===== src/inc/uhp_pkg.sv =====
// Shared constants and types of the serial element's host port block.
// Assumes one 25 MHz clock; host pins arrive synchronous to it, modem inputs and receiver clock are synchronised.
package uhp_pkg;
    // Register select codes
    localparam logic [2:0] UHP_SEL_DATA = 3'h0;
    localparam logic [2:0] UHP_SEL_IER = 3'h1;
    localparam logic [2:0] UHP_SEL_IIR = 3'h2;
    localparam logic [2:0] UHP_SEL_LCR = 3'h3;
    localparam logic [2:0] UHP_SEL_MCR = 3'h4;
    localparam logic [2:0] UHP_SEL_LSR = 3'h5;
    localparam logic [2:0] UHP_SEL_MSR = 3'h6;
    localparam logic [2:0] UHP_SEL_NONE = 3'h7;
    // Field positions
    localparam int UHP_LCR_DIV = 7;
    localparam int UHP_LCR_BREAK = 6;
    localparam int UHP_MCR_DTR = 0;
    localparam int UHP_MCR_RTS = 1;
    localparam int UHP_MCR_OUT1 = 2;
    localparam int UHP_MCR_OUT2 = 3;
    localparam int UHP_IER_RX = 0;
    localparam int UHP_IER_THRE = 1;
    localparam int UHP_IER_LINE = 2;
    localparam int UHP_IER_MODEM = 3;
    localparam int UHP_LSR_DR = 0;
    localparam int UHP_LSR_OE = 1;
    localparam int UHP_LSR_THRE = 5;
    localparam int UHP_LSR_TEMT = 6;
    // Modem inputs, in status bit order: send, ready, ring, carrier
    localparam int UHP_MOD_RING = 2;
    localparam logic [3:0] UHP_MOD_IDLE = 4'hF;
    // Reset values and masks
    localparam logic [7:0] UHP_ZERO = 8'h00;
    localparam logic [7:0] UHP_IER_MASK = 8'h0F;
    // Interrupt source codes
    localparam logic [7:0] UHP_IIR_NONE = 8'h01;
    localparam logic [7:0] UHP_IIR_LINE = 8'h06;
    localparam logic [7:0] UHP_IIR_RX = 8'h04;
    localparam logic [7:0] UHP_IIR_THRE = 8'h02;
    localparam logic [7:0] UHP_IIR_MODEM = 8'h00;
    // Sixteen clocks per bit, eight data bits
    localparam logic [3:0] UHP_OS_LAST = 4'hF;
    localparam logic [3:0] UHP_OS_MID = 4'h7;
    localparam logic [2:0] UHP_BIT_LAST = 3'h7;
    typedef enum logic [1:0] {UHP_IDLE, UHP_START, UHP_DATA, UHP_STOP} uhp_ser_t;
endpackage


===== src/hdl/uhp_port.sv =====
// Host access port, register file, modem inputs and serial engine.
// Assumes host pins are synchronous to clk; receiver clock is sampled.
//
// Functional notes
// - Selected while both high selects high, low low
// - Selection completes when latched by low strobe
// - Low strobe captures register select and selects
// - Read drives bus on either read strobe
// - Write stores bus on either write strobe
// - Access bit clear: code0 data, code1 enables
// - Access bit set: codes 0/1 reach divisor
// - Codes 2-6 fixed registers, 7 selects none
// - Access bit is line control top bit
// - Master clear spares data and divisor registers
// - Master clear: serial marking, modem outputs high
// - Master clear: irq low, change bits cleared
// - Receiver timed by separate 16x clock
// - Bit4 send status, bit0 its change
// - Bit5 ready status, bit1 its change
// - Bit7 carrier status, bit3 its change
// - Bit6 ring status, bit2 on pin rise
// - Send, ready, carrier changes raise interrupt
// - Ring interrupts only on trailing edge
// - Status read or master clear withdraws interrupt
// - Data one is mark, zero is space
`timescale 1ns/1ns
module uhp_port
    import uhp_pkg::*;
(
    input wire logic clk,
    input wire logic resetn,
    input wire logic master_clear,
    input wire logic select_high_a,
    input wire logic select_high_b,
    input wire logic select_low_n,
    input wire logic address_latch_strobe_n,
    input wire logic reg_select_0,
    input wire logic reg_select_1,
    input wire logic reg_select_2,
    input wire logic read_strobe,
    input wire logic read_strobe_n,
    input wire logic write_strobe,
    input wire logic write_strobe_n,
    input wire logic [7:0] data_in,
    output logic [7:0] data_out,
    output logic data_oe,
    output logic chip_select_out,
    output logic driver_disable,
    input wire logic rclk_in,
    input wire logic serial_in,
    output logic serial_out,
    output logic baud_out,
    input wire logic clear_to_send_n,
    input wire logic set_ready_n,
    input wire logic ring_n,
    input wire logic carrier_detect_n,
    output logic terminal_ready_n,
    output logic request_to_send_n,
    output logic user_out1_n,
    output logic user_out2_n,
    output logic irq_out
);
    logic ctrl_rst;
    logic sel_now, sel_r;
    logic [2:0] addr_r;
    logic rd_lvl, wr_lvl, rd_prev_r, wr_prev_r, rd_go, wr_go;
    logic divisor_access_bit;
    logic [7:0] ier_r, lcr_r, mcr_r, dll_r, dlm_r, thr_r, rbr_r;
    logic [7:0] interrupt_source, line_state, modem_input_state, rd_mux;
    logic thr_full_r, thre_int_r, data_ready_r, overrun_r;
    logic [3:0] mod_q, mod_act, mod_prev_r, msr_delta_r, mod_chg;
    logic rclk_q, rclk_prev_r, rx_tick, rx_done;
    logic [7:0] rx_byte;
    logic [15:0] divisor, div_cnt_r;
    logic baud_tick, tx_load;
    uhp_ser_t tx_state_r;
    logic [3:0] tx_os_r;
    logic [2:0] tx_bit_r;
    logic [7:0] tx_shift_r;
    logic wr_data, wr_dll, wr_dlm, rd_rbr, rd_msr, rd_lsr, rd_iir;

    // Master clear resets control state but not data or divisor
    assign ctrl_rst = !resetn || master_clear;

    ////////////////////////////////////////////////////////////////////////
    // Host port: selection latch and strobes
    assign sel_now = select_high_a && select_high_b && !select_low_n;

    always_ff @(posedge clk) begin
        if (!resetn) begin
            sel_r <= 1'b0;
            addr_r <= UHP_SEL_NONE;
        end else if (!address_latch_strobe_n) begin
            sel_r <= sel_now;
            addr_r <= {reg_select_2, reg_select_1, reg_select_0};
        end
    end

    assign rd_lvl = sel_r && (read_strobe || !read_strobe_n);
    assign wr_lvl = sel_r && (write_strobe || !write_strobe_n);

    always_ff @(posedge clk) begin
        if (!resetn) begin
            rd_prev_r <= 1'b0;
            wr_prev_r <= 1'b0;
        end else begin
            rd_prev_r <= rd_lvl;
            wr_prev_r <= wr_lvl;
        end
    end

    // One access per strobe, taken on its leading edge
    assign rd_go = rd_lvl && !rd_prev_r;
    assign wr_go = wr_lvl && !wr_prev_r;
    assign divisor_access_bit = lcr_r[UHP_LCR_DIV];

    assign wr_data = wr_go && addr_r == UHP_SEL_DATA && !divisor_access_bit;
    assign wr_dll = wr_go && addr_r == UHP_SEL_DATA && divisor_access_bit;
    assign wr_dlm = wr_go && addr_r == UHP_SEL_IER && divisor_access_bit;
    assign rd_rbr = rd_go && addr_r == UHP_SEL_DATA && !divisor_access_bit;
    assign rd_msr = rd_go && addr_r == UHP_SEL_MSR;
    assign rd_lsr = rd_go && addr_r == UHP_SEL_LSR;
    assign rd_iir = rd_go && addr_r == UHP_SEL_IIR;

    ////////////////////////////////////////////////////////////////////////
    // Control registers
    always_ff @(posedge clk) begin
        if (ctrl_rst) begin
            ier_r <= UHP_ZERO;
            lcr_r <= UHP_ZERO;
            mcr_r <= UHP_ZERO;
        end else if (wr_go) begin
            case (addr_r)
                UHP_SEL_IER: begin
                    if (!divisor_access_bit) begin
                        ier_r <= data_in & UHP_IER_MASK;
                    end
                end
                UHP_SEL_LCR: lcr_r <= data_in;
                UHP_SEL_MCR: mcr_r <= data_in & UHP_IER_MASK;
                default: ;
            endcase
        end
    end

    // Data and divisor registers survive master clear
    always_ff @(posedge clk) begin
        if (!resetn) begin
            dll_r <= UHP_ZERO;
            dlm_r <= UHP_ZERO;
            thr_r <= UHP_ZERO;
            rbr_r <= UHP_ZERO;
        end else begin
            if (wr_dll) begin
                dll_r <= data_in;
            end
            if (wr_dlm) begin
                dlm_r <= data_in;
            end
            if (wr_data) begin
                thr_r <= data_in;
            end
            if (rx_done) begin
                rbr_r <= rx_byte;
            end
        end
    end

    ////////////////////////////////////////////////////////////////////////
    // Line status flags; a set in the clearing cycle wins
    always_ff @(posedge clk) begin
        if (ctrl_rst) begin
            thr_full_r <= 1'b0;
            thre_int_r <= 1'b0;
            data_ready_r <= 1'b0;
            overrun_r <= 1'b0;
        end else begin
            if (wr_data) begin
                thr_full_r <= 1'b1;
            end else if (tx_load) begin
                thr_full_r <= 1'b0;
            end
            if (tx_load) begin
                thre_int_r <= 1'b1;
            end else if (wr_data || (rd_iir && interrupt_source == UHP_IIR_THRE)) begin
                thre_int_r <= 1'b0;
            end
            if (rx_done) begin
                data_ready_r <= 1'b1;
            end else if (rd_rbr) begin
                data_ready_r <= 1'b0;
            end
            if (rx_done && data_ready_r) begin
                overrun_r <= 1'b1;
            end else if (rd_lsr) begin
                overrun_r <= 1'b0;
            end
        end
    end

    ////////////////////////////////////////////////////////////////////////
    // Modem inputs
    uhp_sync2 #(.W(4), .INIT(UHP_MOD_IDLE)) mod_sync (
        .clk(clk),
        .resetn(resetn),
        .d({carrier_detect_n, ring_n, set_ready_n, clear_to_send_n}),
        .q(mod_q)
    );

    // Status bits read the active (low) pin condition as one
    assign mod_act = ~mod_q;
    assign mod_chg = {mod_prev_r[3] ^ mod_act[3],
                      mod_prev_r[UHP_MOD_RING] && !mod_act[UHP_MOD_RING],
                      mod_prev_r[1:0] ^ mod_act[1:0]};

    always_ff @(posedge clk) begin
        if (ctrl_rst) begin
            mod_prev_r <= mod_act;
            msr_delta_r <= '0;
        end else begin
            mod_prev_r <= mod_act;
            // New changes win over the clearing read
            msr_delta_r <= (rd_msr ? '0 : msr_delta_r) | mod_chg;
        end
    end

    ////////////////////////////////////////////////////////////////////////
    // Status, interrupt source and read data
    assign line_state = {1'b0, !thr_full_r && tx_state_r == UHP_IDLE, !thr_full_r,
                  3'h0, overrun_r, data_ready_r};
    assign modem_input_state = {mod_act, msr_delta_r};

    always_comb begin
        if (ier_r[UHP_IER_LINE] && overrun_r) begin
            interrupt_source = UHP_IIR_LINE;
        end else if (ier_r[UHP_IER_RX] && data_ready_r) begin
            interrupt_source = UHP_IIR_RX;
        end else if (ier_r[UHP_IER_THRE] && thre_int_r) begin
            interrupt_source = UHP_IIR_THRE;
        end else if (ier_r[UHP_IER_MODEM] && |msr_delta_r) begin
            interrupt_source = UHP_IIR_MODEM;
        end else begin
            interrupt_source = UHP_IIR_NONE;
        end
    end

    always_comb begin
        case (addr_r)
            UHP_SEL_DATA: rd_mux = divisor_access_bit ? dll_r : rbr_r;
            UHP_SEL_IER: rd_mux = divisor_access_bit ? dlm_r : ier_r;
            UHP_SEL_IIR: rd_mux = interrupt_source;
            UHP_SEL_LCR: rd_mux = lcr_r;
            UHP_SEL_MCR: rd_mux = mcr_r;
            UHP_SEL_LSR: rd_mux = line_state;
            UHP_SEL_MSR: rd_mux = modem_input_state;
            default: rd_mux = UHP_ZERO;
        endcase
    end

    always_ff @(posedge clk) begin
        if (!resetn) begin
            data_out <= UHP_ZERO;
            data_oe <= 1'b0;
            driver_disable <= 1'b1;
            chip_select_out <= 1'b0;
        end else begin
            data_out <= rd_lvl ? rd_mux : UHP_ZERO;
            data_oe <= rd_lvl;
            driver_disable <= !rd_lvl;
            chip_select_out <= sel_r;
        end
    end

    always_ff @(posedge clk) begin
        if (ctrl_rst) begin
            irq_out <= 1'b0;
            terminal_ready_n <= 1'b1;
            request_to_send_n <= 1'b1;
            user_out1_n <= 1'b1;
            user_out2_n <= 1'b1;
        end else begin
            irq_out <= interrupt_source != UHP_IIR_NONE;
            terminal_ready_n <= !mcr_r[UHP_MCR_DTR];
            request_to_send_n <= !mcr_r[UHP_MCR_RTS];
            user_out1_n <= !mcr_r[UHP_MCR_OUT1];
            user_out2_n <= !mcr_r[UHP_MCR_OUT2];
        end
    end

    ////////////////////////////////////////////////////////////////////////
    // Receiver on the sampled receiver clock
    uhp_sync2 #(.W(1), .INIT(1'b0)) rclk_sync (
        .clk(clk),
        .resetn(resetn),
        .d(rclk_in),
        .q(rclk_q)
    );

    always_ff @(posedge clk) begin
        if (!resetn) begin
            rclk_prev_r <= 1'b0;
        end else begin
            rclk_prev_r <= rclk_q;
        end
    end

    assign rx_tick = rclk_q && !rclk_prev_r;

    uhp_rx rx (
        .clk(clk),
        .rst_n(!ctrl_rst),
        .tick(rx_tick),
        .serial_in(serial_in),
        .rx_byte(rx_byte),
        .rx_done(rx_done)
    );

    ////////////////////////////////////////////////////////////////////////
    // Baud generator and transmitter
    assign divisor = {dlm_r, dll_r};
    assign baud_tick = divisor != 16'h0000 && div_cnt_r == divisor - 16'h0001;
    assign tx_load = tx_state_r == UHP_IDLE && thr_full_r;

    always_ff @(posedge clk) begin
        if (ctrl_rst) begin
            div_cnt_r <= 16'h0000;
            baud_out <= 1'b0;
        end else begin
            div_cnt_r <= baud_tick ? 16'h0000 : div_cnt_r + 16'h0001;
            baud_out <= baud_tick;
        end
    end

    always_ff @(posedge clk) begin
        if (ctrl_rst) begin
            tx_state_r <= UHP_IDLE;
            tx_os_r <= '0;
            tx_bit_r <= '0;
            tx_shift_r <= UHP_ZERO;
        end else begin
            if (baud_tick) begin
                tx_os_r <= tx_os_r + 4'h1;
            end
            case (tx_state_r)
                UHP_IDLE: begin
                    tx_os_r <= '0;
                    if (tx_load) begin
                        tx_shift_r <= thr_r;
                        tx_state_r <= UHP_START;
                    end
                end
                UHP_START: begin
                    if (baud_tick && tx_os_r == UHP_OS_LAST) begin
                        tx_bit_r <= '0;
                        tx_state_r <= UHP_DATA;
                    end
                end
                UHP_DATA: begin
                    if (baud_tick && tx_os_r == UHP_OS_LAST) begin
                        tx_shift_r <= tx_shift_r >> 1;
                        tx_bit_r <= tx_bit_r + 3'h1;
                        if (tx_bit_r == UHP_BIT_LAST) begin
                            tx_state_r <= UHP_STOP;
                        end
                    end
                end
                UHP_STOP: begin
                    if (baud_tick && tx_os_r == UHP_OS_LAST) begin
                        tx_state_r <= UHP_IDLE;
                    end
                end
                default: tx_state_r <= UHP_IDLE;
            endcase
        end
    end

    always_ff @(posedge clk) begin
        if (ctrl_rst) begin
            serial_out <= 1'b1;
        end else if (lcr_r[UHP_LCR_BREAK]) begin
            serial_out <= 1'b0;
        end else begin
            case (tx_state_r)
                UHP_START: serial_out <= 1'b0;
                UHP_DATA: serial_out <= tx_shift_r[0];
                default: serial_out <= 1'b1;
            endcase
        end
    end
endmodule


===== src/hdl/uhp_sync2.sv =====
// Two-stage synchroniser for a group of levels.
// Assumes the levels change slowly against clk.
`timescale 1ns/1ns
module uhp_sync2 #(
    parameter int W = 1,
    parameter logic [W-1:0] INIT = '0
) (
    input wire logic clk,
    input wire logic resetn,
    input wire logic [W-1:0] d,
    output logic [W-1:0] q
);
    logic [W-1:0] meta_r;

    always_ff @(posedge clk) begin
        if (!resetn) begin
            meta_r <= INIT;
            q <= INIT;
        end else begin
            meta_r <= d;
            q <= meta_r;
        end
    end
endmodule


===== src/hdl/uhp_rx.sv =====
// Receiver shift logic, advanced only by receiver clock ticks.
// Assumes tick is a one-cycle pulse per 16x receiver clock edge.
`timescale 1ns/1ns
module uhp_rx
    import uhp_pkg::*;
(
    input wire logic clk,
    input wire logic rst_n,
    input wire logic tick,
    input wire logic serial_in,
    output logic [7:0] rx_byte,
    output logic rx_done
);
    uhp_ser_t state_r;
    logic [3:0] os_r;
    logic [2:0] bit_r;

    always_ff @(posedge clk) begin
        if (!rst_n) begin
            state_r <= UHP_IDLE;
            os_r <= '0;
            bit_r <= '0;
            rx_byte <= UHP_ZERO;
            rx_done <= 1'b0;
        end else begin
            rx_done <= 1'b0;
            if (tick) begin
                os_r <= os_r + 4'h1;
                case (state_r)
                    UHP_IDLE: begin
                        os_r <= '0;
                        if (!serial_in) begin
                            state_r <= UHP_START;
                        end
                    end
                    UHP_START: begin
                        if (os_r == UHP_OS_MID) begin
                            os_r <= '0;
                            bit_r <= '0;
                            // Line back at mark mid-bit: false start
                            state_r <= serial_in ? UHP_IDLE : UHP_DATA;
                        end
                    end
                    UHP_DATA: begin
                        if (os_r == UHP_OS_LAST) begin
                            rx_byte <= {serial_in, rx_byte[7:1]};
                            bit_r <= bit_r + 3'h1;
                            if (bit_r == UHP_BIT_LAST) begin
                                state_r <= UHP_STOP;
                            end
                        end
                    end
                    UHP_STOP: begin
                        if (os_r == UHP_OS_LAST) begin
                            rx_done <= 1'b1;
                            state_r <= UHP_IDLE;
                        end
                    end
                    default: state_r <= UHP_IDLE;
                endcase
            end
        end
    end
endmodule


===== config.mk =====
export PLATFORM = sky130hd
export DESIGN_NAME = uhp_port
export DESIGN_NICKNAME = d
export VERILOG_FILES = /design/src/inc/uhp_pkg.sv /design/src/hdl/uhp_port.sv /design/src/hdl/uhp_sync2.sv /design/src/hdl/uhp_rx.sv
export SDC_FILE = /design/constraint.sdc
export NUM_CORES = 1
export LEC_CHECK = 0
export ABC_CLOCK_PERIOD_IN_PS = 8400
export BUFFER_PORTS_ARGS = -buffer_cell sky130_fd_sc_hd__buf_4
export CORE_AREA = 4 4 128 130
export DETAILED_ROUTE_END_ITERATION = 10
export DIE_AREA = 0 0 132 134
export GPL_ROUTABILITY_DRIVEN = 0
export GPL_TIMING_DRIVEN = 0
export PLACE_DENSITY_LB_ADDON = 0.1
export SYNTH_ARGS = -nofsm -noshare
export SYNTH_HDL_FRONTEND = slang
export SYNTH_SLANG_ARGS = --single-unit

===== constraint.sdc =====
create_clock -name clk -period 8.4 [get_ports clk]
set_input_delay 2.1 -clock clk [delete_from_list [all_inputs] [get_ports clk]]
set_output_delay 2.1 -clock clk [all_outputs]
set_load 0.05 [all_outputs]

[Word level (Yosys, flattened, before mapping)]
Cells that the tools add are included.
Word-level totals
  bits of input ports: 28
  bits in registers: 145
  output and inout port bits: 18
  word-level logic and storage cells: 200
Operators by class
  eq/ne operators: 30
  reduce and logical (&&, ||, !) cells: 72
  $add $sub $neg: 6
  bitwise gates (word level): 7
  multiplexer cells: 43
Operator list (count)
  8-bit one-hot mux with 7 select lines: 1
  8-bit two-way mux: 4
  1-bit logical AND: 28
  2-bit two-way mux: 12
  3-bit two-way mux: 6
  16-bit by 1-bit adder with 16-bit output (second input constant): 1
  16-bit == test: 1
  2-bit one-hot mux with 4 select lines: 2
  8-bit one-hot mux with 2 select lines: 1
  16-bit nonzero test: 1
  16-bit by 1-bit subtractor with 16-bit output (second input constant): 1
  3-bit == test (second input constant): 5
  1-bit logical NOT: 15
  2-bit nonzero test: 7
  2-bit != test (second input constant): 6
  3-bit one-hot mux with 2 select lines: 2
  3-bit AND reduction: 4
  1-bit two-way mux: 11
  4-bit by 1-bit adder with 4-bit output (second input constant): 2
  2-bit == test (second input constant): 4
  4-bit == test (second input constant): 2
  8-bit by 2-bit == test with 1-bit output (second input constant): 1
  4-bit two-way mux: 2
  2-bit by 1-bit != test with 1-bit output (second input constant): 4
  other kinds (23): 35

[Depth between registers and ports, before layout]
Gate-level depths: netlist of run 1.
  depth in word-level cells: 11
  mapped depth: 13
  mapped depth without buffers: 10

[Cells and area by module]
Synthesis of run 1 repeated with hierarchy kept, for this count alone.
Second synthesis, totals
  cell total of the unflattened synthesis: 773
  area, all modules: 6839.1 µm²
By module, submodules not included
  uhp_port: cells an instance 652, instances 1, area an instance 5645.4 µm², sequential area each 2342.2 µm²
  uhp_rx: cells an instance 101, instances 1, area an instance 930.9 µm², sequential area each 360.3 µm²
  uhp_sync2 at mod_sync: cells an instance 16, instances 1, area an instance 210.2 µm², sequential area each 160.2 µm²
  uhp_sync2 at rclk_sync: cells an instance 4, instances 1, area an instance 52.6 µm², sequential area each 40.0 µm²

[Least setup slack after synthesis of run 1]
Ideal clock, no wire load.
  path type: input-to-reg
  start point: in write_strobe_n
  end point: reg lcr_r[7]
  path slack: 4.830 ns
  required time: 8.272 ns
  cell stages on the path: 6
  data arrival time: 3.443 ns
  setup time: 0.128 ns
  path buffers: 1
  cells stage by stage: nor2b_1 > nor3b_1 > and2_0 > clkbuf_1 > mux2i_1 > nor2_1
On the way
  word-level cells in the longest chain between the ends: 5
RTL lines
  start: declaration: line uhp_port.sv:43  | input wire logic write_strobe_n,
  1-bit logical NOT: line uhp_port.sv:100  | assign wr_lvl = sel_r && (write_strobe || !write_strobe_n);
  1-bit logical OR: line uhp_port.sv:100
  1-bit logical AND: line uhp_port.sv:100
  1-bit logical AND: line uhp_port.sv:114  | assign wr_go = wr_lvl && !wr_prev_r;
  2-bit AND reduction (no source line)
  end signal: assignment: line uhp_port.sv:139  | UHP_SEL_LCR: lcr_r <= data_in;
  end: declaration: line uhp_port.sv:68  | logic [7:0] ier_r, lcr_r, mcr_r, dll_r, dlm_r, thr_r, rbr_r;
No other way between the ends.
A chain may end at the register's enable or synchronous reset.

[Worst setup path in the final report of run 1]
  start point: reg dll_r[0]
  end point: reg tx_shift_r[4]
On the way
  word-level cells in the longest chain between the ends: 6
RTL lines
  start: declaration: line uhp_port.sv:68
  start signal: assignment: line uhp_port.sv:155  | dll_r <= data_in;
  16-bit by 1-bit subtractor with 16-bit output: line uhp_port.sv:321  | assign baud_tick = divisor != 16'h0000 && div_cnt_r == divisor - 16'h0001;
  16-bit == test: line uhp_port.sv:321
  1-bit logical AND (*): line uhp_port.sv:321
  1-bit logical AND (*): line uhp_port.sv:359  | if (baud_tick && tx_os_r == UHP_OS_LAST) begin
  2-bit != test (no source line) (*)
  3-bit AND reduction (no source line) (*)
  end signal: assignment: line uhp_port.sv:348  | tx_shift_r <= thr_r;
  end signal: assignment: line uhp_port.sv:360  | tx_shift_r <= tx_shift_r >> 1;
  end: declaration: line uhp_port.sv:79  | logic [7:0] tx_shift_r;
Every way passes the cells marked *; elsewhere a longest branch is shown, timed or not.

==> reports/qor.txt, run 1 <==
Crit start category: register
Slew Viols, Final: 0
Synthesized area per cell: 9.17 µm²
Post-Syn Instances: 738
P&R area growth vs syn: 16.9%
Tmin final: 3810 ps
Slew headroom: 33.5%
# setup viols final: 0
Drt wl/cell: 17.9 µm
CTS Hold Bufs: 0
Most frequent cells in the layout: 145 x dfxtp_1, 79 x nor2_1, 78 x mux2i_1
Rows: 45
Most common cell after layout, fill and taps aside: dfxtp_1
Netlist Area Pre-Place: 0.00677 mm²
EDFF count, synth: 0
Comb pwr share: 3.8%
Synth area leaders: dfxtp_1 43%, mux2i_1 12%, nor2_1 4.4%
Fillers: 1415
Psw: 347 µW
Post-synth net total: 783
VDD IR max: 0.000201 V
Most area-hungry cell type in the Yosys netlist: dfxtp_1
DP HPWL: 13200 µm
Tcrit/Tclk final: 45.4%
Post-synth top area share: 42.9%
Clk buf depth: 2
Post-synthesis sequential area ratio: 42.9%
Hold slack: 409 ps
Htree depth: 4
Ys async rst share: 0%
I/O pin total: 46
Final WL: 18000 µm
DR DRC count: 0
Root buffer cell: clkbuf_16
CTS resizes: 0
Internal power: 1140 µW
Post-Place Cells: 970
Max Freq: 0.262 GHz
Fin nets: 846
Num CTS Buffers: 17
Crit Path Category: register to register
Post-CTS Setup Inserts: 0
Worst Path Required: 8730 ps
Power Total: 1490 µW
Die height: 134 µm
HP Class: register to register
Core area: 0.0151 mm²
Clock Latency Late Sink: 420 ps
Fin area: 0.00791 mm²
GR Util All Layers: 20.3%
Number of global-route vias before repair: 5513
Worst-Margin Slew: 989 ps
Yosys reg bits: 145
Vias/cell: 5.63
Clock Power Share: 49.5%
Layout Cells excl Fill: 1002
Unrepaired setup endpoints after global routing: no
Total power per unit cell area: 188 mW/mm²
Number of port buffers: 44
Max-Cap Viols: 0
Initial antenna violation count: 0
Diodes inserted: 0
Share of cells above drive strength 1: 11.4%
Initial DRC Count: 473
Starting density of the core: 44.7%
Post-DP Area: 0.00733 mm²
Die area: 0.0177 mm²
Largest net degree at the start of global routing: 17
Worst clock skew: 7.12 ps
Synth unique cells: 66
Crit-path max FO: 10
Ys Warns: 0
Multi-input logic area: 0.00362 mm²
Via count: 5646
ANT nets after route: 0
Seq pwr share: 46.7%
Net Sw Frac: 23.2%
CP arrival: 4140 ps
Hold Fails Final Rpt: 0
Grt ovf: 0
Die Wd: 132 µm
CTS tree: yes
First-pass GRT wire length: 28600 µm
Total negative slack: 0 ps
Main flop type after synthesis: dfxtp_1
# clock sinks: 145
FF+latch area: 0.00290 mm²
Status: finished clean
Crit path capture type: register
TritonRoute pass-1 iters: 5
Worst-path clk slew: 60 ps
Leakage: 0.00321 µW
[critical path, cell delays in order (launching register included)]
cell and delay, ps:
dfxtp_1 300, clkbuf_1 240, inv_1 160, ha_1 320
clkbuf_1 450, nand3_1 140, a221oi_1 290, a41oi_1 130
nor3_1 290, nand4_2 310, o31ai_4 460, buf_2 280
a21oi_1 90, a311oi_1 260
[power groups by stage]
stage | Combinational [µW] | Clock [µW] | Sequential [µW]
after floorplan | 28.8 | 0 | 712
after global placement | 55.2 | 0 | 712
after detailed placement | 56.2 | 0 | 712
after CTS | 56.2 | 752 | 697
after global routing | 61.0 | 784 | 697
final | 56.0 | 738 | 697
[sequential cells by signal, summed over array words and instances, names as in the netlist, 8 cells and up, named ones only]
name,count
data_out,8
lcr_r,8
rbr_r,8
dll_r,8
dlm_r,8
tx_shift_r,8
rx.rx_byte,8
div_cnt_r,16
thr_r,8
[cell type report]
class | instances | area share [%]
multi-input cells | 530 | 45.7
flip-flops and latches | 145 | 36.7
clock buffers | 20 | 5.77
repair buffers | 44 | 4.18
well taps | 188 | 2.97
plain buffers | 42 | 2.14
clock inverters | 12 | 1.53
inverters | 21 | 0.996
[cells in the mapped netlist (5+ instances only)]
library cell    n
nand4_1        10
xnor2_1        17
nor3b_1         5
nor4_1          8
dfxtp_1       145
nand2b_1       16
a311oi_1        8
xor2_1         20
a31oi_1         7
a21oi_1        32
clkbuf_1       37
nand3_1        29
and3_1         14
nor2b_1        43
nand2_1        35
nor3_1         18
ha_1           17
a22oi_1         7
nor2_1         79
mux2i_1        78
o21ai_0        17
inv_1          21
[layer usage]
metal  routed length (µm)  GRT usage (%)
met1                 8010           24.8
met2                 8840           35.3
met3                  743           4.69
met4                  365           6.88
met5                    0              0
[metrics by stage]
| stage | utilization, % | setup slack [ps] |
|---|---|---|
| after floorplan | - | 4830 |
| after global placement | 48.4 | 4250 |
| after detailed placement | 48.4 | 4230 |
| after CTS | 52.2 | 4630 |
| after global routing | 52.2 | 4390 |
| final | 52.2 | 4590 |
[path summary, 6_finish.rpt]
kind / start / cells after the start / endpoint / slack [ps]
setup reg to reg: dll_r[0]$_SDFFE_PN0P_ / 13 / tx_shift_r[4]$_SDFFE_PP0P_ / 4590
hold / removal: mod_sync.meta_r[2]$_SDFF_PN1_ / 1 / mod_sync.q[2]$_SDFF_PN1_ / 410
setup / recovery: dll_r[0]$_SDFFE_PN0P_ / 13 / tx_shift_r[4]$_SDFFE_PP0P_ / 4590
hold reg to reg: mod_sync.meta_r[2]$_SDFF_PN1_ / 1 / mod_sync.q[2]$_SDFF_PN1_ / 410
[cell families (layout without fill, tap and decap cells)]
family | Yosys count | count (layout) | synth area share, %
compound gates | 113 | 113 | 11.4
xor+xnor | 37 | 37 | 4.79
fa+ha+maj | 17 | 17 | 3.14
buf+inv | 63 | 139 | 3.66
flops | 145 | 145 | 42.9
mux | 82 | 82 | 12.2
simple gates | 281 | 281 | 21.9
No activity file was read; power rests on OpenSTA's default activity.
==> run 2, diff against run 1 <==
ABC_CLOCK_PERIOD_IN_PS = 3100   (was 8400)
clock period = 3.1 ns   (was 8.4 ns; I/O delays follow)
==> run 2 against run 1 <==
Against the previous run:
- worst hold slack about the same
- critical path depth decreased by 1
- critical endpoint is now tx_state_r[0]$_SDFFE_PP0P_
- non-clock buffer count increased by 10
- register-to-register slack got worse by 4500 ps
==> reports/qor.txt, run 2 (synthesis results as in run 1) <==
Status: finished clean
CTS tree: yes
Clock Power Share: 49.6%
Root buffer cell: clkbuf_16
Hold Crit Start: mod_sync.meta_r[2]$_SDFF_PN1_
GR Util All Layers: 20.6%
Die area: 0.0177 mm²
Net Sw Frac: 23.3%
Worst reg2reg path depth: 12
Psw: 943 µW
Leakage: 0.00333 µW
CP arrival: 3370 ps
Drt wl/cell: 18.0 µm
First-pass GRT wire length: 29000 µm
Unrepaired setup endpoints after global routing: yes
Hold Path Cell Cnt: 1
Hold Fails Final Rpt: 0
# setup viols final: 0
Number of global-route vias before repair: 5577
Worst-Margin Slew: 1010 ps
Clk buf depth: 2
Rows: 45
Fin nets: 856
Core area: 0.0151 mm²
Die Wd: 132 µm
P&R area growth vs syn: 20.2%
Via count: 5710
Largest net degree at the start of global routing: 17
Slew headroom: 32.0%
Seq pwr share: 46.7%
Multi-input logic area: 0.00371 mm²
Worst-path clk slew: 60 ps
Finished Core Util: 53.7%
Share of cells above drive strength 1: 15.3%
ANT nets after route: 0
Num CTS Buffers: 17
# clock sinks: 145
R2r setup slk: 80 ps
Crit Path Category: register to register
DR DRC count: 0
Crit path capture type: register
Total power per unit cell area: 497 mW/mm²
Number of port buffers: 44
Max-Cap Viols: 0
Crit-path max FO: 10
Worst R2R Start: dll_r[0]$_SDFFE_PN0P_
Initial antenna violation count: 0
Comb pwr share: 3.8%
R2R Path End: tx_state_r[0]$_SDFFE_PP0P_
Grt ovf: 0
Cell Chain, Critical Path: inv_1, ha_2, clkbuf_4, nand3_1, a221oi_1, a41oi_1, nor3_2, nand4_4, buf_4, o32a_1, and3_1, nor3_1
Clock Latency Late Sink: 430 ps
Worst Path Required: 3440 ps
Vias/cell: 5.64
Hold endpoint: mod_sync.q[2]$_SDFF_PN1_
CP max-delay cell: dfxtp_4
I/O pin total: 46
Tmin final: 3020 ps
CP peak stage delay: 390 ps
HP Class: register to register
Most flops, register: div_cnt_r
Fillers: 1385
Power Total: 4040 µW
Final WL: 18200 µm
Most common cell after layout, fill and taps aside: dfxtp_1
Starting density of the core: 44.7%
CP bufs+invs: 3
Initial DRC Count: 439
Crit start category: register
FF+latch area: 0.00291 mm²
Internal power: 3100 µW
Tcrit/Tclk final: 97.6%
Diodes inserted: 0
TritonRoute pass-1 iters: 5
Die height: 134 µm
DP HPWL: 13200 µm
Family with the most delay on the worst path: simple AND/OR/NAND/NOR gates
VDD IR max: 0.000546 V
Most frequent cells in the layout: 142 x dfxtp_1, 79 x nor2_1, 78 x mux2i_1
Slew Viols, Final: 0
Worst clock skew: 8.23 ps
Max reg flops: 16
Max Freq: 0.331 GHz
Htree depth: 4
[run 2: power groups by stage]
| stage | Combinational [µW] | Sequential [µW] | Clock [µW] |
|---|---|---|---|
| floorplan | 78.1 | 1930 | 0 |
| global placement | 150 | 1930 | 0 |
| detailed placement | 152 | 1930 | 0 |
| CTS | 153 | 1890 | 2040 |
| global route | 166 | 1890 | 2120 |
| finish | 153 | 1890 | 2000 |
[run 2: stage by stage]
stage / TNS, ps / cells / cell area, µm² / hold slack, ps / setup slack [ps]
after floorplan: 0 / 738 / 6770 / 365 / 78.0
after global placement: -9050 / 970 / 7330 / 390 / -546
after detailed placement: -13250 / 970 / 7330 / 396 / -651
after CTS: 0 / 1001 / 7980 / 411 / 0.340
after global routing: -46.4 / 1012 / 8130 / 427 / -19.7
final: 0 / 1012 / 8130 / 409 / 75.6
[run 2: how the worst max path moves through the flow]
stage,from,endpoint,slack (ps),depth (start not counted)
floorplan,dll_r[2]$_SDFFE_PN0P_,tx_bit_r[0]$_SDFFE_PP0P_,80,10
global placement,dll_r[0]$_SDFFE_PN0P_,tx_shift_r[4]$_SDFFE_PP0P_,-550,12
detailed placement,dll_r[0]$_SDFFE_PN0P_,tx_shift_r[4]$_SDFFE_PP0P_,-650,13
CTS,dll_r[3]$_SDFFE_PN0P_,tx_bit_r[0]$_SDFFE_PP0P_,0.3,10
global route,dll_r[2]$_SDFFE_PN0P_,tx_bit_r[0]$_SDFFE_PP0P_,-20,10
finish,dll_r[0]$_SDFFE_PN0P_,tx_state_r[0]$_SDFFE_PP0P_,80,12
[run 2: layout make-up]
type	instances	area share, %
Inverter	21	0.969
Timing Repair Buffer	59	5.45
Clock inverter	12	1.49
Buffer	37	2.12
Sequential cell	145	35.8
Clock buffer	20	5.61
Tap cell	188	2.89
Multi-Input combinational cell	530	45.7
[run 2: metal layers]
metal | vias up | GRT usage, % | share of wire [%]
met4 | 0 | 7.23 | 2.4
met2 | 159 | 35.6 | 49
met3 | 32 | 4.80 | 4.2
met1 | 2756 | 25.2 | 44
met5 | - | 0 | 0
li1 | 2763 | - | -
[run 2: what timing repair did]
| action | 4_1_cts | 5_1_grt |
|---|---|---|
| setup endpoints to repair | 33 | 26 |
| resized for setup | 15 | 24 |
| pin swaps | 4 | 8 |
| hold buffers | 0 | 0 |
| hold endpoints to repair | 0 | 0 |
| setup buffers | 4 | 11 |
